File: config.mk
export PLATFORM = sky130hd
export DESIGN_NAME = system_clock_control
export DESIGN_NICKNAME = d
export VERILOG_FILES = /design/src/logic/clk_ctrl_pkg.sv /design/src/logic/clock_gate.sv /design/src/logic/glitch_free_mux.sv /design/src/logic/system_clock_control.sv
export VERILOG_INCLUDE_DIRS = /design/src /design/src/logic
export SDC_FILE = /design/constraint.sdc
export NUM_CORES = 1
export LEC_CHECK = 0
export CORE_MARGIN = 4
export CORE_UTILIZATION = 50
export DETAILED_ROUTE_END_ITERATION = 6
export DONT_BUFFER_PORTS = 1
export HOLD_SLACK_MARGIN = 0.02
export PLACE_DENSITY = 0.74
export SLEW_MARGIN = 20
export SYNTH_ARGS = -nofsm -noshare
export SYNTH_HDL_FRONTEND = slang
export SYNTH_SLANG_ARGS = --single-unit
File: constraint.sdc
create_clock -name clk_in -period 2.1 [get_ports clk_in]
set_input_delay 0.21 -clock clk_in [delete_from_list [all_inputs] [get_ports clk_in]]
set_output_delay 0.21 -clock clk_in [all_outputs]
set_load 0.05 [all_outputs]
File: src/logic/clk_ctrl_consts.svh
// Register offsets, reset values and field positions of the clock control block.
`ifndef CLK_CTRL_CONSTS_SVH
`define CLK_CTRL_CONSTS_SVH

// ****************************************
// Register offsets (byte addresses)
// ****************************************
`define PCE_ONE_OFS 12'h030
`define PCE_TWO_OFS 12'h034
`define CSC_OFS 12'h040
`define SCS_OFS 12'h044
`define FWAIT_OFS 12'h0B0
`define CSTAT_OFS 12'h0B4

// ****************************************
// Reset values and writable masks
// ****************************************
`define PCE_ONE_RST 32'h0000000F
`define PCE_TWO_RST 32'h00000101
`define CSC_RST 32'h00000020
`define SCS_RST 32'h00000000
`define FWAIT_RST 32'h00000000
`define PCE_MASK 32'hFFFFFFFF
`define CSC_MASK 32'h00000033
`define SCS_MASK 32'h00000003
`define FWAIT_MASK 32'h00000003

// ****************************************
// Field positions
// ****************************************
`define CSC_MAIN_XTAL_BIT 0
`define CSC_SUB_XTAL_BIT 1
`define CSC_FAST_BIT 4
`define CSC_SLOW_BIT 5
`define SCS_SEL_MSB 1
`define FWAIT_MSB 1
`define CSTAT_BUSY_BIT 2

// ****************************************
// Bus response codes
// ****************************************
`define RESP_OKAY 2'h0
`define RESP_SLVERR 2'h2

`endif

File: src/logic/clk_ctrl_pkg.sv
// Types shared by the clock control modules.
package clk_ctrl_pkg;

   typedef enum logic [1:0] {
      SRC_SLOW = 2'b00,
      SRC_SUB = 2'b01,
      SRC_FAST = 2'b10,
      SRC_MAIN = 2'b11
   } clk_src_t;

   typedef enum logic [1:0] {
      MODE_RUN = 2'b00,
      MODE_SLEEP = 2'b01,
      MODE_PD = 2'b10,
      MODE_INIT = 2'b11
   } op_mode_t;

   typedef enum logic [1:0] {
      MUX_FOLLOW = 2'b00,
      MUX_WAIT_HIGH = 2'b01,
      MUX_WAIT_LOW = 2'b10
   } mux_state_t;

   typedef enum logic [2:0] {
      RID_NONE = 3'b000,
      RID_PCE1 = 3'b001,
      RID_PCE2 = 3'b010,
      RID_CSC = 3'b011,
      RID_SCS = 3'b100,
      RID_FWAIT = 3'b101,
      RID_STAT = 3'b110
   } reg_id_t;

endpackage : clk_ctrl_pkg

File: src/logic/clock_gate.sv
// Glitch-free clock gate on a sampled clock level.
`timescale 1ns/1ps

module clock_gate
(
   // Clock and reset
   input wire logic clk_in,
   input wire logic resetn_in,
   // Source level and enable
   input wire logic src_lvl_in,
   input wire logic en_in,
   // Gated level
   output logic gclk_out
);
   import clk_ctrl_pkg::*;

   typedef struct packed {
      logic en;
      logic out;
   } gate_reg_t;

   gate_reg_t r_r;
   gate_reg_t r_nxt;

   // The enable is only taken while the source is low, so a pulse is never cut short.
   always_comb
   begin
      r_nxt = r_r;
      r_nxt.en = src_lvl_in ? r_r.en : en_in;
      r_nxt.out = src_lvl_in & r_nxt.en;
   end

   always_ff @(posedge clk_in)
   begin
      if (!resetn_in)
         r_r <= '0;
      else
         r_r <= r_nxt;
   end

   assign gclk_out = r_r.out;

endmodule : clock_gate

File: src/logic/glitch_free_mux.sv
// Glitch-free selector between sampled oscillator levels.
`timescale 1ns/1ps

module glitch_free_mux
#(
   parameter int NSRC = 4
)
(
   // Clock and reset
   input wire logic clk_in,
   input wire logic resetn_in,
   // Sources and selection
   input wire logic [NSRC-1:0] src_lvl_in,
   input wire logic [$clog2(NSRC)-1:0] sel_in,
   // Selected level and status
   output logic clk_lvl_out,
   output logic [$clog2(NSRC)-1:0] cur_sel_out,
   output logic busy_out
);
   import clk_ctrl_pkg::*;

   localparam int SW = $clog2(NSRC);

   generate
      if (NSRC < 2)
      begin : g_bad_nsrc
         $error("glitch_free_mux needs at least two sources");
      end
   endgenerate

   typedef struct packed {
      mux_state_t st;
      logic [SW-1:0] cur;
      logic [SW-1:0] nsel;
      logic out;
   } mux_reg_t;

   mux_reg_t r_r;
   mux_reg_t r_nxt;

   // ****************************************
   // Switch sequence
   // ****************************************
   // The old source is left only in its low phase and the new one is joined only
   // at the fall that ends one of its high phases, so the output never carries a runt pulse. A dead
   // new source leaves the switch waiting; an old source stopped low does not.
   always_comb
   begin
      r_nxt = r_r;
      unique case (r_r.st)
         MUX_FOLLOW:
         begin
            r_nxt.out = src_lvl_in[r_r.cur];
            if (sel_in != r_r.cur && !src_lvl_in[r_r.cur])
            begin
               r_nxt.nsel = sel_in;
               r_nxt.out = 1'b0;
               r_nxt.st = MUX_WAIT_HIGH;
            end
         end
         MUX_WAIT_HIGH:
         begin
            r_nxt.out = 1'b0;
            if (src_lvl_in[r_r.nsel])
               r_nxt.st = MUX_WAIT_LOW;
         end
         MUX_WAIT_LOW:
         begin
            r_nxt.out = 1'b0;
            if (!src_lvl_in[r_r.nsel])
            begin
               r_nxt.cur = r_r.nsel;
               r_nxt.st = MUX_FOLLOW;
            end
         end
         default:
         begin
            r_nxt.out = 1'b0;
            r_nxt.st = MUX_FOLLOW;
         end
      endcase
   end

   always_ff @(posedge clk_in)
   begin
      if (!resetn_in)
         r_r <= '{st: MUX_FOLLOW, default: '0};
      else
         r_r <= r_nxt;
   end

   assign clk_lvl_out = r_r.out;
   assign cur_sel_out = r_r.cur;
   assign busy_out = (r_r.st != MUX_FOLLOW);
endmodule : glitch_free_mux

File: src/logic/system_clock_control.sv
// Clock source control, main clock selection, clock gating and flash wait setting.
//
// Added by the designer: the register offsets and the AXI4-Lite slave port.
`timescale 1ns/1ps
`include "clk_ctrl_consts.svh"

// What this block does
// - After reset the main clock runs from the enabled slow internal oscillator.
// - Software may enable any other oscillator while running from the slow one.
// - Every source selector switches without glitches or runt pulses.
// - Switch only between running sources; a stopped new source makes the switch wait forever.
// - Provide a CPU/bus clock and a peripheral master clock.
// - The free-running core clock stops only in power-down mode.
// - The CPU/bus clock stops in sleep and power-down modes.
// - Bus fabric and memories run from the selected main clock.
// - Each peripheral clock is gated by its own enable bit.
// - A peripheral with its clock disabled refuses all register access.
// - The checksum unit gets an auxiliary clock that stops in power-down.
// - The clock source control register enables the fast internal oscillator.
// - The main clock source follows the system clock select register.
// - Flash wait field: 00 zero, 01 one, 11 two waits; set first.
module system_clock_control
(
   // Clock and reset
   input wire logic clk_in,
   input wire logic resetn_in,
   // Register bus write channels
   input wire logic [11:0] s_axi_awaddr_in,
   input wire logic s_axi_awvalid_in,
   output logic s_axi_awready_out,
   input wire logic [31:0] s_axi_wdata_in,
   input wire logic [3:0] s_axi_wstrb_in,
   input wire logic s_axi_wvalid_in,
   output logic s_axi_wready_out,
   output logic [1:0] s_axi_bresp_out,
   output logic s_axi_bvalid_out,
   input wire logic s_axi_bready_in,
   // Register bus read channels
   input wire logic [11:0] s_axi_araddr_in,
   input wire logic s_axi_arvalid_in,
   output logic s_axi_arready_out,
   output logic [31:0] s_axi_rdata_out,
   output logic [1:0] s_axi_rresp_out,
   output logic s_axi_rvalid_out,
   input wire logic s_axi_rready_in,
   // Oscillator levels
   input wire logic slow_internal_osc_in,
   input wire logic sub_crystal_osc_in,
   input wire logic fast_internal_osc_in,
   input wire logic main_crystal_osc_in,
   // Operating mode from the power logic
   input wire clk_ctrl_pkg::op_mode_t mode_in,
   // Oscillator enables
   output logic slow_internal_osc_en_out,
   output logic sub_crystal_osc_en_out,
   output logic fast_internal_osc_en_out,
   output logic main_crystal_osc_en_out,
   // Generated clocks
   output logic main_clock_out,
   output logic free_running_core_clock_out,
   output logic cpu_bus_clock_out,
   output logic periph_master_clock_out,
   output logic checksum_unit_clock_out,
   output logic [63:0] periph_clock_out,
   // Peripheral access and flash timing
   output logic [63:0] periph_access_en_out,
   output logic [1:0] flash_wait_states_out
);
   import clk_ctrl_pkg::*;

   typedef struct packed {
      logic [3:0] osc_s1;
      logic [3:0] osc_s2;
      logic [31:0] pce_one;
      logic [31:0] pce_two;
      logic [31:0] csc;
      logic [31:0] scs;
      logic [31:0] fwait;
      logic aw_got;
      logic [11:0] aw_addr;
      logic w_got;
      logic [31:0] w_data;
      logic [3:0] w_strb;
      logic b_valid;
      logic [1:0] b_resp;
      logic r_valid;
      logic [31:0] r_data;
      logic [1:0] r_resp;
   } ctl_reg_t;

   localparam ctl_reg_t CTL_RST = '{pce_one: `PCE_ONE_RST, pce_two: `PCE_TWO_RST, csc: `CSC_RST, scs: `SCS_RST,
                                    fwait: `FWAIT_RST, default: '0};

   ctl_reg_t r_r;
   ctl_reg_t r_nxt;

   logic [3:0] src_lvl_w;
   logic main_lvl_w;
   logic pm_lvl_w;
   logic [3:0] mode_en_w;
   logic [3:0] mode_clk_w;
   logic [1:0] mux_cur_w;
   logic mux_busy_w;
   logic aw_rdy_w;
   logic w_rdy_w;
   logic ar_rdy_w;
   logic wr_commit_w;
   reg_id_t wr_id_w;

   // ****************************************
   // Decode helpers
   // ****************************************
   function automatic reg_id_t reg_id(input logic [11:0] addr);
      reg_id_t id;
      id = RID_NONE;
      unique case ({addr[11:2], 2'b00})
         `PCE_ONE_OFS: id = RID_PCE1;
         `PCE_TWO_OFS: id = RID_PCE2;
         `CSC_OFS: id = RID_CSC;
         `SCS_OFS: id = RID_SCS;
         `FWAIT_OFS: id = RID_FWAIT;
         `CSTAT_OFS: id = RID_STAT;
         default: id = RID_NONE;
      endcase
      return id;
   endfunction : reg_id

   function automatic logic [31:0] merge(input logic [31:0] old_v, input logic [31:0] new_v,
                                         input logic [3:0] strb, input logic [31:0] mask);
      logic [31:0] bm;
      bm = {{8{strb[3]}}, {8{strb[2]}}, {8{strb[1]}}, {8{strb[0]}}};
      return ((old_v & ~bm) | (new_v & bm)) & mask;
   endfunction : merge

   // ****************************************
   // Register bus and register file
   // ****************************************
   assign aw_rdy_w = !r_r.aw_got && !r_r.b_valid;
   assign w_rdy_w = !r_r.w_got && !r_r.b_valid;
   assign ar_rdy_w = !r_r.r_valid;
   assign wr_commit_w = r_r.aw_got && r_r.w_got && !r_r.b_valid;
   assign wr_id_w = reg_id(r_r.aw_addr);

   always_comb
   begin
      r_nxt = r_r;
      r_nxt.osc_s1 = {main_crystal_osc_in, fast_internal_osc_in, sub_crystal_osc_in, slow_internal_osc_in};
      r_nxt.osc_s2 = r_r.osc_s1;
      if (s_axi_awvalid_in && aw_rdy_w)
      begin
         r_nxt.aw_got = 1'b1;
         r_nxt.aw_addr = s_axi_awaddr_in;
      end
      if (s_axi_wvalid_in && w_rdy_w)
      begin
         r_nxt.w_got = 1'b1;
         r_nxt.w_data = s_axi_wdata_in;
         r_nxt.w_strb = s_axi_wstrb_in;
      end
      if (wr_commit_w)
      begin
         r_nxt.aw_got = 1'b0;
         r_nxt.w_got = 1'b0;
         r_nxt.b_valid = 1'b1;
         r_nxt.b_resp = `RESP_OKAY;
         unique case (wr_id_w)
            RID_PCE1: r_nxt.pce_one = merge(r_r.pce_one, r_r.w_data, r_r.w_strb, `PCE_MASK);
            RID_PCE2: r_nxt.pce_two = merge(r_r.pce_two, r_r.w_data, r_r.w_strb, `PCE_MASK);
            RID_CSC: r_nxt.csc = merge(r_r.csc, r_r.w_data, r_r.w_strb, `CSC_MASK);
            RID_SCS: r_nxt.scs = merge(r_r.scs, r_r.w_data, r_r.w_strb, `SCS_MASK);
            RID_FWAIT: r_nxt.fwait = merge(r_r.fwait, r_r.w_data, r_r.w_strb, `FWAIT_MASK);
            RID_STAT: r_nxt.b_resp = `RESP_OKAY;
            RID_NONE: r_nxt.b_resp = `RESP_SLVERR;
         endcase
      end
      else if (r_r.b_valid && s_axi_bready_in)
         r_nxt.b_valid = 1'b0;
      if (s_axi_arvalid_in && ar_rdy_w)
      begin
         r_nxt.r_valid = 1'b1;
         r_nxt.r_resp = `RESP_OKAY;
         unique case (reg_id(s_axi_araddr_in))
            RID_PCE1: r_nxt.r_data = r_r.pce_one;
            RID_PCE2: r_nxt.r_data = r_r.pce_two;
            RID_CSC: r_nxt.r_data = r_r.csc;
            RID_SCS: r_nxt.r_data = r_r.scs;
            RID_FWAIT: r_nxt.r_data = r_r.fwait;
            RID_STAT: r_nxt.r_data = {29'h0, mux_busy_w, mux_cur_w};
            RID_NONE:
            begin
               r_nxt.r_data = 32'h0;
               r_nxt.r_resp = `RESP_SLVERR;
            end
         endcase
      end
      else if (r_r.r_valid && s_axi_rready_in)
         r_nxt.r_valid = 1'b0;
   end

   always_ff @(posedge clk_in)
   begin
      if (!resetn_in)
         r_r <= CTL_RST;
      else
         r_r <= r_nxt;
   end

   assign s_axi_awready_out = aw_rdy_w;
   assign s_axi_wready_out = w_rdy_w;
   assign s_axi_bvalid_out = r_r.b_valid;
   assign s_axi_bresp_out = r_r.b_resp;
   assign s_axi_arready_out = ar_rdy_w;
   assign s_axi_rvalid_out = r_r.r_valid;
   assign s_axi_rdata_out = r_r.r_data;
   assign s_axi_rresp_out = r_r.r_resp;

   // ****************************************
   // Oscillator enables and source selection
   // ****************************************
   assign slow_internal_osc_en_out = r_r.csc[`CSC_SLOW_BIT];
   assign sub_crystal_osc_en_out = r_r.csc[`CSC_SUB_XTAL_BIT];
   assign fast_internal_osc_en_out = r_r.csc[`CSC_FAST_BIT];
   assign main_crystal_osc_en_out = r_r.csc[`CSC_MAIN_XTAL_BIT];

   // A disabled oscillator is seen as stopped, whatever its pin does.
   assign src_lvl_w = r_r.osc_s2 & {r_r.csc[`CSC_MAIN_XTAL_BIT], r_r.csc[`CSC_FAST_BIT],
                                    r_r.csc[`CSC_SUB_XTAL_BIT], r_r.csc[`CSC_SLOW_BIT]};

   glitch_free_mux #(.NSRC(4)) u_main_mux (
      .clk_in(clk_in),
      .resetn_in(resetn_in),
      .src_lvl_in(src_lvl_w),
      .sel_in(r_r.scs[`SCS_SEL_MSB:0]),
      .clk_lvl_out(main_lvl_w),
      .cur_sel_out(mux_cur_w),
      .busy_out(mux_busy_w)
   );

   assign main_clock_out = main_lvl_w;

   // ****************************************
   // Clock gating
   // ****************************************
   // Mode gates from bit 0 up: core clock, CPU/bus clock, peripheral master clock, checksum unit clock.
   assign mode_en_w = {mode_in != MODE_PD, mode_in != MODE_PD, (mode_in == MODE_RUN || mode_in == MODE_INIT),
                       mode_in != MODE_PD};
   generate
      for (genvar gk = 0; gk < 4; gk++)
      begin : g_mode_gate
         clock_gate u_mgate (
            .clk_in(clk_in),
            .resetn_in(resetn_in),
            .src_lvl_in(main_lvl_w),
            .en_in(mode_en_w[gk]),
            .gclk_out(mode_clk_w[gk])
         );
      end
   endgenerate
   assign {checksum_unit_clock_out, pm_lvl_w, cpu_bus_clock_out, free_running_core_clock_out} = mode_clk_w;
   assign periph_master_clock_out = pm_lvl_w;

   genvar gi;
   generate
      for (gi = 0; gi < 64; gi++)
      begin : g_periph
         clock_gate u_pgate (
            .clk_in(clk_in),
            .resetn_in(resetn_in),
            .src_lvl_in(pm_lvl_w),
            .en_in(gi < 32 ? r_r.pce_one[gi % 32] : r_r.pce_two[gi % 32]),
            .gclk_out(periph_clock_out[gi])
         );
      end
   endgenerate

   // Register access to a peripheral is allowed only while its clock is enabled.
   assign periph_access_en_out = {r_r.pce_two, r_r.pce_one};
   assign flash_wait_states_out = r_r.fwait[`FWAIT_MSB:0];
endmodule : system_clock_control

; After elaboration in Yosys (flattened, before gate mapping)
; Cells that the tools add are included.
[word_totals]
inputBits = 73
wordCells = 393
register_bits = 311
out_inout_bits = 180
[op_classes]
bitwise_logic = 84
n_eq_ne = 31
muxes = 86
reduce_logical = 33
order_cmp = 2
[op_table]
columns = cell, n
row1 = 32-bit one-hot mux with 7 select lines, 1
row2 = 32-bit bitwise AND, 3
row3 = 1-bit 2-to-1 mux, 74
row4 = 1-bit bitwise AND, 68
row5 = 32-bit OR, 2
row6 = "10-bit by 4-bit == test with 1-bit output, second input constant", 4
row7 = "10-bit by 5-bit == test with 1-bit output, second input constant", 4
row8 = "10-bit by 6-bit == test with 1-bit output, second input constant", 4
row9 = 3-bit one-hot mux with 6 select lines, 2
row10 = 32-bit NOT, 1
row11 = "3-bit == test, second input constant", 5
row12 = 2-bit AND reduction, 7
row13 = "3-bit by 2-bit == test with 1-bit output, second input constant", 4
row14 = 1-bit logical AND, 10
row15 = 2-bit 2-to-1 mux, 4
row16 = 6-bit bitwise AND, 1
row17 = "3-bit by 1-bit == test with 1-bit output, second input constant", 2
row18 = 3-bit zero test, 2
row19 = "2-bit by 3-bit < comparator with 1-bit output, second input constant", 2
row20 = 6-bit OR, 1
row21 = 2-bit one-hot mux with 3 select lines, 1
row22 = 2-bit nonzero test, 3
row23 = 1-bit zero test, 5
row24 = 2-bit bitwise AND, 2
row25 = 16 further kinds, 24

; Longest topological paths before layout
; Gate-level depths: netlist of the first run.
[logic_depth]
ltp_word = 7
mapped_depth = 7
depth_no_buf = 5

; By module
; Synthesis of the first run repeated with hierarchy kept, for this count alone.
[hier_totals]
cells_unflattened = 1254
area_unflattened_um2 = 12284.3
[by_module_without_submodules]
columns = module, seq_area_each_um2, instances, area_per_inst_um2, cells_per_inst
row1 = system_clock_control, 3283.1, 1, 7583.5, 881
row2 = clock_gate, 40.0, 68, 63.8, 5
row3 = glitch_free_mux, 140.1, 1, 361.6, 33

; Worst setup path after synthesis of the first run
; No wires, ideal clock.
[synth_timing]
path_kind = flip-flop to flip-flop
from = register r_r, in the netlist s_axi_bvalid_out
to = register r_r[64] (netlist bit)
stages_incl_launch_ff = 7
period_less_slack_ns = 2.314
arrival_time_ns = 2.239
path_slack_ns = -0.214
path_cell_list = dfxtp_1 nor2_1 and2_1 clkbuf_1 buf_1 nand2_1 a21boi_0
[synth_between]
elab_chain_cells = 3
[synth_rtl]
columns = item, line
row1 = "start, declared", system_clock_control.sv:94  ; ctl_reg_t r_r;
row2 = "start signal, assigned", system_clock_control.sv:205  ; r_r <= r_nxt;
row3 = 1-bit zero test, system_clock_control.sv:139  ; assign w_rdy_w = !r_r.w_got && !r_r.b_valid;
row4 = 1-bit logical AND, system_clock_control.sv:139
row5 = via s_axi_wready_out, system_clock_control.sv:34  ; output logic s_axi_wready_out,
row6 = 1-bit logical AND, system_clock_control.sv:154  ; if (s_axi_wvalid_in && w_rdy_w)
; The timed path passes the listed nets, and every way through them passes these cells.
; A chain may end at the register's enable or synchronous reset.

; Worst setup path in the final report of the first run
[layout_timing]
from = register r_r, in the netlist s_axi_bvalid_out
to = register r_r[47] (netlist bit)
[layout_between]
elab_chain_cells = 3
[layout_rtl]
columns = item, line
row1 = 1-bit zero test, system_clock_control.sv:139
row2 = 1-bit logical AND, system_clock_control.sv:139
row3 = 1-bit logical AND, system_clock_control.sv:154
; Every way passes these cells.

==> results of run 1 <==
[placed cells by master, fill, tap and decap left out, types with 3 or more instances in the layout]
master,synthesis,final
clkbuf_16,0,38
nand3b_1,6,6
nand2_1,182,181
clkinv_2,0,3
nand3_1,42,42
o21ai_0,59,59
and2_1,38,36
nor2b_1,100,100
a21oi_1,5,5
dfxtp_1,303,301
inv_1,4,4
or3_1,3,3
clkbuf_1,65,8
nor3_1,11,11
and3_1,67,67
mux2i_1,136,136
buf_4,169,52
clkbuf_8,0,4
nand4_1,3,3
buf_12,0,6
nor2_1,14,13
dlygate4sd3_1,0,250
a21boi_0,58,56
[routing by layer]
metal  vias to the layer above  wire [um]  track usage [%]
met3                        79       2660             7.31
li1                       4418          -                -
met4                         2       1040             9.15
met1                      4414      13000             26.1
met5                         -         20                0
met2                       328      15700             38.8
[repair_timing]
action                                  in CTS  in global routing
hold buffers                               251                  0
endpoints found under the hold margin      303                  0
resized for setup                            0                 10
endpoints found under the setup margin       0                 42
[final cells by class]
class | instances | area, um2 | area share (%)
timing repair buffer | 312 | 3090 | 19.9
clock buffer | 49 | 1010 | 6.52
tap | 324 | 405 | 2.61
inverter | 4 | 15.0 | 0.0968
multi-input combinational | 762 | 4850 | 31.3
sequential | 303 | 6070 | 39.1
clock inverter | 7 | 68.8 | 0.444
[cell families after synthesis]
group	Yosys count	share of synthesized area, %
adders and majority gates	1	0.100
xor gates and xnor gates	2	0.141
DFF	303	48.6
buffers and inverters	252	12.7
other	1	0.0301
and+or+nand+nor	479	20.0
muxes	138	11.1
AOI/OAI and AO/OA	140	7.25
[worst max-delay path by stage]
stage	to	slack [ns]
floorplan	flip-flop	0.005
global placement	flip-flop	0.17
detailed placement	flip-flop	0.14
CTS	r_r[43]$_SDFFE_PN0P_	0.02
global route	r_r[82]$_SDFFE_PN0P_	-0.01
finish	r_r[47]$_SDFFE_PN0P_	0.09
[synth_stat cells (3+ instances only)]
cell type	instances	area, um2
nand4_1	3	18.8
inv_1	4	15.0
clkbuf_1	65	244
nand2b_1	3	18.8
nor3_1	11	55.1
or3_1	3	18.8
a21oi_1	5	25.0
nand3_1	42	210
dfxtp_1	303	6070
buf_2	3	15.0
buf_4	169	1270
buf_1	11	41.3
o21ai_0	59	295
and3_1	67	419
nand2_1	182	683
nand3b_1	6	45.0
nor2b_1	100	626
and2_1	38	238
nor2_1	14	52.6
a21boi_0	58	435
mux2i_1	136	1360
[tightest hold or removal path: cells and delay by family]
kind	cells	cell delay, ns
multiplexers	1	0.06
AO/OA/AOI/OAI	1	0.12
AND/OR/NAND/NOR	1	0.11
[stage by stage]
step,std cells,power [uW],TNS [ns],setup slack (ns),util (%)
after global routing,1761,12800,-0.0155,-0.0137,63.4
after global placement,1453,6450,0,0.174,48.4
after CTS,1760,12400,0,0.0231,63.2
after floorplan,1317,6430,0,0.00519,-
after detailed placement,1453,6460,0,0.138,48.4
final,1761,12300,0,0.0912,63.4
[power by group]
group          switching, uW  internal, uW  total, uW
combinational            341           351        692
clock                   2250          3460       5710
sequential              95.2          5840       5940
==> results.ini, run 1 <==
[status]
status = finished, final reports clean

[clock_tree]
cts_sinks = 303
clk_pin_slew_ns = 0.06
numCtsBuffers = 34
clock_path_buffers = 3
cts-root-buf = clkbuf_16
cts_tree = yes
clock_latency_ns = 0.50
post_cts.repair.setup_buffers = 0
cts_htree_levels = 2

[detailed_routing]
drc = 0
vias_per_cell = 5.25
drt-initial-drc-count = 535
wirelength_um = 32500
ant_nets = 0
num_vias = 9241
wire_per_inst_um = 18.4
firstDrtPassIters = 5

[layout]
diodes = 0
layout-drive-gt1-share_pct = 8.70
num-nets-final = 1491
final.fill_count = 1849
syn_to_final_growth_pct = 24.4
fin_area_um2 = 15500

[synthesis]
ys_async_sr_fraction_pct = 0
synth_area_per_cell_um2 = 9.48
ys.flop_type = dfxtp_1
yosys_warnings = 0
synth-seq-cells = 303
ys_seq_area_share_pct = 48.6
synth_edf_count = 0
netlist_area_um2 = 12500
syn_inst = 1316
synth_cell_types = 46

[critical_path]
critPathKind = reg -> reg
cpMaxStageDelayCell = dlygate4sd3_1
r2r_cells = 7
cp.depth = 7
cp.arrival_ns = 2.45
crit_fanout = 23
r2r_slack_ns = 0.09
crit_path_start = s_axi_bvalid_out$_SDFFE_PN0P_
critPathLaunchType = flip-flop
required_ns = 2.54
crit_chain = buf_4 -> nor2_4 -> nand2_4 -> buf_12 -> nand2_1 -> a21boi_0 -> dlygate4sd3_1
end_kind = flip-flop
crit_family = buffers and inverters
cpPeakStageDelay_ns = 0.58
worstReg2RegStart = s_axi_bvalid_out$_SDFFE_PN0P_
r2r_end = r_r[47]$_SDFFE_PN0P_
crit_buf_inv = 3

[power_and_ir_drop]
p_leak_uw = 0.00660
max-vdd-ir-drop_uv = 536
powerDensity_nw_per_um2 = 795

[sta]
worst_slew_pin_slew_ns = 0.845
skew_ns = 0.0221
hold_viol_final = 0
fin_crit_ns = 2.01
max_freq_mhz = 498
holdWs_ns = 0.0526
setup_viol = 0
drv_slew = 0
finalCritPeriodShare_pct = 95.7
slew_headroom_pct = 43.6

[die]
die-area_um2 = 27500
fp-row-count = 57
num_io_pins = 253
fp.dieW_um = 166
coreArea_um2 = 24500
die_h_um = 166
floorplan.initialDensity_pct = 51.0

[place]
portBuffers = 0
place.gp.congestion = 0.844
dp_hpwl_um = 17800
place_area_um2 = 11800

[run]
max_cap_violations = 0

[global_route]
antenna_found_initial = 1
grt_pass1_vias = 9621
grt.total_usage_pct = 22.6
grt_max_degree = 196
grt_pass1_wl_um = 51300
grt_overflow = 0

[min_path]
hold_class = in -> reg
hold_start = s_axi_araddr_in[2]
hold_path_depth = 3
min_to = s_axi_rdata_out[26]$_SDFFE_PN0P_

Power figures use the tool's default switching activity.
==> inputs of run 2 (changes only) <==
--- a/config.mk
+++ b/config.mk
@@ -6,7 +6,6 @@
 export SDC_FILE = /design/constraint.sdc
 export NUM_CORES = 1
 export LEC_CHECK = 0
-export CORE_MARGIN = 4
 export CORE_UTILIZATION = 50
 export DETAILED_ROUTE_END_ITERATION = 6
 export DONT_BUFFER_PORTS = 1
@@ -15,4 +14,5 @@
 export SLEW_MARGIN = 20
 export SYNTH_ARGS = -nofsm -noshare
 export SYNTH_HDL_FRONTEND = slang
+export SYNTH_HIERARCHICAL = 1
 export SYNTH_SLANG_ARGS = --single-unit
==> results.ini, run 2 <==
[critical_path]
crit_fanout = 7  ; -70%
end_kind = flip-flop
r2r_slack_ns = 0.02  ; -0.07 ns
critPathLaunchType = flip-flop
crit_path_start = r_r[78]$_SDFFE_PN0P_
worstReg2RegStart = r_r[78]$_SDFFE_PN0P_
critPathKind = reg -> reg
r2r_cells = 5  ; -2
cp.arrival_ns = 2.55  ; +0.10 ns
required_ns = 2.57  ; +0.03 ns

[synthesis]
synthTopCellsByArea = dfxtp_1, mux2i_1, nand2_1
yosys.area.top_type = dfxtp_1
synth_area_per_cell_um2 = 9.80  ; +3.4%
ys_async_sr_fraction_pct = 0  ; unchanged
syn_inst = 1254  ; -4.7%
synth_cell_types = 47  ; +2.2%
netlist_area_um2 = 12300  ; -1.5%
yosys_warnings = 6  ; +6
synth_top_area_share_pct = 50.0  ; +1.4 points
synth_edf_count = 0  ; unchanged
synthTopCellsByCount = dfxtp_1, nand2_1, mux2i_1
ys.flop_type = dfxtp_1
yosysMostFrequentCell = dfxtp_1
synth-seq-cells = 307  ; +1.3%
ys_seq_area_share_pct = 50.0  ; +1.4 points

[sta]
slew_headroom_pct = 51.8  ; +8.2 points
worst_slew_pin_slew_ns = 0.722  ; -0.122 ns
finalCritPeriodShare_pct = 99.1  ; +3.5 points
drv_slew = 0  ; unchanged
setup-tns-final_ns = 0  ; unchanged
holdWs_ns = 0.0314  ; -0.0212 ns
max_freq_mhz = 480  ; -3.5%
finalWorstSetupSlack_ns = 0.0184  ; -0.0728 ns
skew_ns = 0.0157  ; -0.00642 ns
hold_viol_final = 0  ; unchanged
setup_viol = 0  ; unchanged
fin_crit_ns = 2.08  ; +0.0728 ns

[clock_tree]
cts_sinks = 307  ; +1.3%
numCtsBuffers = 31  ; -8.8%
clk_pin_slew_ns = 0.06  ; about the same
cts-root-buf = clkbuf_16
cts_htree_levels = 1  ; -1
cts_tree = yes
clock_path_buffers = 3  ; unchanged
clock_latency_ns = 0.55  ; +0.05 ns

[detailed_routing]
drt-initial-drc-count = 504  ; -5.8%
wire_per_inst_um = 18.4  ; -0.35%
wirelength_um = 33500  ; +3.2%
num_vias = 9592  ; +3.8%
drc = 0  ; unchanged
ant_nets = 0  ; unchanged
firstDrtPassIters = 5  ; unchanged
vias_per_cell = 5.26  ; +0.27%

[layout]
num-nets-final = 1555  ; +4.3%
layout-drive-gt1-share_pct = 14.4  ; +5.7 points
syn_to_final_growth_pct = 32.6
fin_area_um2 = 16300  ; +5.1%
final_util_pct = 68.6  ; +5.2 points
most-common-layout-cells = dfxtp_1, dlygate4sd3_1, nand2_1
final_common_cell = dfxtp_1

[power_and_ir_drop]
powerDensity_nw_per_um2 = 764  ; -4.0%
p_leak_uw = 0.00651  ; -1.3%
max-vdd-ir-drop_uv = 566  ; +5.7%

[place]
portBuffers = 0  ; unchanged
place_area_um2 = 12400  ; +4.5%
place_ws_ns = 0.0768  ; -0.0607 ns
dp_hpwl_um = 17300  ; -3.3%
place.gp.congestion = 0.780  ; -7.6%

[die]
coreArea_um2 = 23800  ; -2.9%
die_h_um = 159  ; -4.3%
fp-row-count = 56  ; -1.8%
num_io_pins = 253  ; unchanged
die-area_um2 = 25200  ; -8.5%
floorplan.initialDensity_pct = 51.7  ; +0.74 points
fp.dieW_um = 159  ; -4.3%

[global_route]
grt.total_usage_pct = 25.5  ; +2.9 points
grt_max_degree = 210  ; +7.1%
antenna_found_initial = 1  ; unchanged
grt_pass1_vias = 9882  ; +2.7%
grt_pass1_wl_um = 52300  ; +2.0%
grt_overflow = 0  ; unchanged

[min_path]
hold_class = in -> reg

[run]
max_cap_violations = 0  ; unchanged

[status]
status = finished, final reports clean

## run 2: layout make-up
type | instances | area (um2)
Antenna cell | 1 | 2.50
Tap cell | 319 | 399
Timing Repair Buffer | 347 | 3470
Sequential cell | 307 | 6150
Inverter | 16 | 60.1
Clock inverter | 11 | 184
Multi-Input combinational cell | 778 | 5170
Fill cell | 1659 | 7460
Clock buffer | 44 | 855
## run 2: kinds of logic (layout without fill, tap and decap cells)
| kind of cell | count (synthesis) | in the layout | synth area share (%) |
|---|---|---|---|
| AO/OA/AOI/OAI | 108 | 108 | 5.90 |
| XOR/XNOR | 3 | 3 | 0.214 |
| adder cells (fa/ha/maj) | 1 | 1 | 0.102 |
| buffers and inverters | 170 | 418 | 8.54 |
| flip-flops | 307 | 307 | 50.0 |
| multiplexers | 170 | 170 | 14.1 |
| other | 1 | 3 | 0.0305 |
| AND/OR/NAND/NOR | 494 | 494 | 21.1 |
## run 2: layer usage
layer  wire, um  vias up  track usage, %
li1           -     4563               -
met1      13800     4642            29.9
met2      16700      312            45.8
met3       2100       75            5.56
met4        937        0            8.16
met5          0        -               0
## run 2: what timing repair did
action	CTS	global route
resized for setup	0	29
buffers inserted	0	3
hold buffers	273	1
hold endpoints to repair	307	3
endpoints found under the setup margin	0	55
## run 2: worst min path at each step
stage,from,to,cells past startpoint
2_1_floorplan,slow_internal_osc_in,r_nxt[248]$_SDFF_PN0_,1
3_5_place_dp,slow_internal_osc_in,r_nxt[248]$_SDFF_PN0_,1
4_1_cts,s_axi_araddr_in[9],s_axi_rdata_out[0]$_SDFFE_PN0P_,4
6_report,s_axi_awvalid_in,r_r[87]$_SDFFE_PP0P_,3
5_1_grt,s_axi_awvalid_in,r_r[87]$_SDFFE_PP0P_,3
3_3_place_gp,sub_crystal_osc_in,r_nxt[249]$_SDFF_PN0_,1
## run 2: critical path, stage by stage (launching register included)
cell	delay, ns
dfxtp_1	0.31
or4_4	0.54
or3b_1	0.36
buf_4	0.21
nor3_2	0.31
mux2i_1	0.28
## run 2: stage by stage
step,cells,power (uW)
2_1_floorplan,1255,6510
3_3_place_gp,1491,6560
3_5_place_dp,1491,6570
4_1_cts,1819,12400
5_1_grt,1822,12800
6_report,1823,12400
## run 2: where the power goes
group / leakage, uW / switching [uW] / internal [uW]
Sequential: 0.00249 / 82.2 / 5920
Combinational: 0.00351 / 393 / 363
Clock: 0.000510 / 2260 / 3430
==> inputs of run 3 (changes only) <==
--- a/config.mk
+++ b/config.mk
@@ -6,11 +6,12 @@
 export SDC_FILE = /design/constraint.sdc
 export NUM_CORES = 1
 export LEC_CHECK = 0
-export CORE_UTILIZATION = 50
+export CORE_MARGIN = 8
+export CORE_UTILIZATION = 57
 export DETAILED_ROUTE_END_ITERATION = 6
 export DONT_BUFFER_PORTS = 1
 export HOLD_SLACK_MARGIN = 0.02
-export PLACE_DENSITY = 0.74
+export PLACE_DENSITY = 0.81
 export SLEW_MARGIN = 20
 export SYNTH_ARGS = -nofsm -noshare
 export SYNTH_HDL_FRONTEND = slang
==> results.ini, run 3 (synthesized netlist as in run 2, its figures left out) <==
[detailed_routing]
drc = 0  ; unchanged
firstDrtPassIters = 5  ; unchanged
wire_per_inst_um = 20.7  ; +13%
drt-initial-drc-count = 610  ; +21%
num_vias = 9814  ; +2.3%
vias_per_cell = 5.49  ; +4.4%
wirelength_um = 36900  ; +10%
ant_nets = 0  ; unchanged

[global_route]
busiest_layer = met2
grt_use_met2_pct = 47.0  ; +1.2 points
grt_pass1_wl_um = 55800  ; +6.6%
use_met1_pct = 29.1  ; -0.77 points
grt_max_degree = 209  ; -0.48%
grt_overflow = 0  ; unchanged
antenna_found_initial = 1  ; unchanged
grt_pass1_vias = 10310  ; +4.3%
grt.total_usage_pct = 26.0  ; +0.53 points
gr-usage-met3_pct = 5.79  ; +0.22 points

[die]
fp.dieW_um = 163  ; +2.6%
num_io_pins = 253  ; unchanged
die_h_um = 163  ; +2.6%
coreArea_um2 = 21100  ; -11%
fp-row-count = 53  ; -5.4%
die-area_um2 = 26500  ; +5.2%
floorplan.initialDensity_pct = 58.3  ; +6.5 points

[layout]
most-common-layout-cells = dfxtp_1, dlygate4sd3_1, nand2_1
fin_area_um2 = 16300  ; +0.11%
diodes = 0  ; -1
syn_to_final_growth_pct = 32.8
num-nets-final = 1561  ; +0.39%
final_common_cell = dfxtp_1
layout-drive-gt1-share_pct = 15.3  ; +0.85 points

[clock_tree]
cts_sinks = 307  ; unchanged
clk_pin_slew_ns = 0.07  ; about the same
cts-root-buf = clkbuf_16
clock_path_buffers = 3  ; unchanged
cts_tree = yes
clock_latency_ns = 0.55  ; about the same
cts_htree_levels = 1  ; unchanged
numCtsBuffers = 31  ; unchanged

[critical_path]
r2r_slack_ns = 0.06  ; +0.05 ns
crit_fanout = 9  ; +2
cpMaxStageDelayCell = dlygate4sd3_1
required_ns = 2.58  ; about the same
end_kind = flip-flop
crit_chain = buf_6 -> nor2_4 -> and2_4 -> clkbuf_16 -> nand2_1 -> a21boi_0 -> dlygate4sd3_1
cp.arrival_ns = 2.52  ; -0.03 ns
critPathKind = reg -> reg
cpPeakStageDelay_ns = 0.58  ; +0.04 ns
critPathLaunchType = flip-flop

[place]
place_area_um2 = 12400  ; +0.14%
place.gp.congestion = 0.835  ; +7.1%
portBuffers = 0  ; unchanged
dp_hpwl_um = 18300  ; +6.2%

[power_and_ir_drop]
max-vdd-ir-drop_uv = 653  ; +15%
power_frac_seq_pct = 47.9  ; -0.3 points
pwr-share-comb_pct = 6.5  ; +0.4 points
clkPwrFrac_pct = 45.5  ; -0.2 points
p_sw_uw = 2860  ; +4.5%
p_sw_share_pct = 22.8  ; +0.84 points
p_leak_uw = 0.00660  ; +1.4%
powerDensity_nw_per_um2 = 768  ; +0.52%
internal_power_uw = 9660  ; -0.46%

[sta]
setup_viol = 0  ; unchanged
drv_slew = 0  ; unchanged
max_freq_mhz = 491  ; +2.3%
rsz0062_at_grt = false
slew_headroom_pct = 49.6  ; -2.2 points
skew_ns = 0.0185  ; +0.00276 ns
fin_crit_ns = 2.04  ; -0.0466 ns
setup-tns-final_ns = 0  ; unchanged
worst_slew_pin_slew_ns = 0.755  ; +0.0324 ns
hold_viol_final = 0  ; unchanged
finalCritPeriodShare_pct = 96.9  ; -2.2 points

[status]
status = finished, final reports clean

[run]
max_cap_violations = 0  ; unchanged

[min_path]
hold_class = in -> reg

[run 3: changes by cell type in the layout (fill, tap and decap cells not counted), sizes merged]
| cell | change |
|---|---|
| buf | +7 |
| diode | -1 |
| clkbuf | +1 |
| dlygate4sd3 | -2 |
| bufinv | -2 |
| inv | +1 |
| clkinvlp | +3 |
[run 3: power groups by stage]
| stage | Sequential [uW] | Combinational (uW) | Clock [uW] |
|---|---|---|---|
| after detailed placement | 6120 | 455 | 0 |
| after global placement | 6120 | 444 | 0 |
| after CTS | 5990 | 731 | 5720 |
| after floorplan | 6110 | 404 | 0 |
| after global routing | 6010 | 870 | 6010 |
| final | 6000 | 819 | 5700 |
[run 3: path summary, 6_finish.rpt]
check | to | cells after the start | start
worst min register to register | flip-flop | 2 | flip-flop
worst min-delay path | s_axi_rdata_out[12]$_SDFFE_PN0P_ | 3 | s_axi_araddr_in[2]
worst max register to register | r_r[71]$_SDFFE_PN0P_ | 7 | s_axi_bvalid_out$_SDFFE_PN0P_
worst max-delay path | r_r[71]$_SDFFE_PN0P_ | 7 | s_axi_bvalid_out$_SDFFE_PN0P_
[run 3: repair_timing]
item                                    CTS  global route
endpoints found under the setup margin    0            61
buffers inserted                          0             2
endpoints found under the hold margin   307             3
resized for setup                         0            21
hold buffers                            271             1
[run 3: worst max-delay path, delay by kind of cell, from the launching register on]
family	cells	cell delay [ns]
flip-flops	1	0.37
AND/OR/NAND/NOR	3	0.45
AO/OA/AOI/OAI	1	0.17
buffers and inverters	3	0.97
[run 3: final cells by class]
cell class                      count  area (um2)
Fill cell                        1231        4780
Clock inverter                     13         170
Tap cell                          275         344
Clock buffer                       44         895
Sequential cell                   307        6150
Multi-Input combinational cell    778        5160
Timing Repair Buffer              353        3530
Inverter                           16        60.1
[run 3: metal layers]
metal	routed length [um]	share of wire, %
met5	8	0.022
met4	1380	3.7
met3	2700	7.3
met1	14100	38
met2	18800	51
[run 3: through the flow]
| stage | power, uW | utilization (%) | hold WS, ns | instances | worst slack, ns |
|---|---|---|---|---|---|
| finish | 12500 | 77.4 | 0.0289 | 1786 | 0.0650 |
| global route | 12900 | 77.4 | 0.0259 | 1786 | 0.00527 |
| CTS | 12400 | 76.8 | 0.0222 | 1783 | 0.0397 |
| detailed placement | 6580 | 58.8 | 0.342 | 1455 | 0.0594 |
| global placement | 6560 | 58.8 | 0.340 | 1455 | 0.0888 |
| floorplan | 6510 | - | 0.337 | 1255 | 0.0213 |
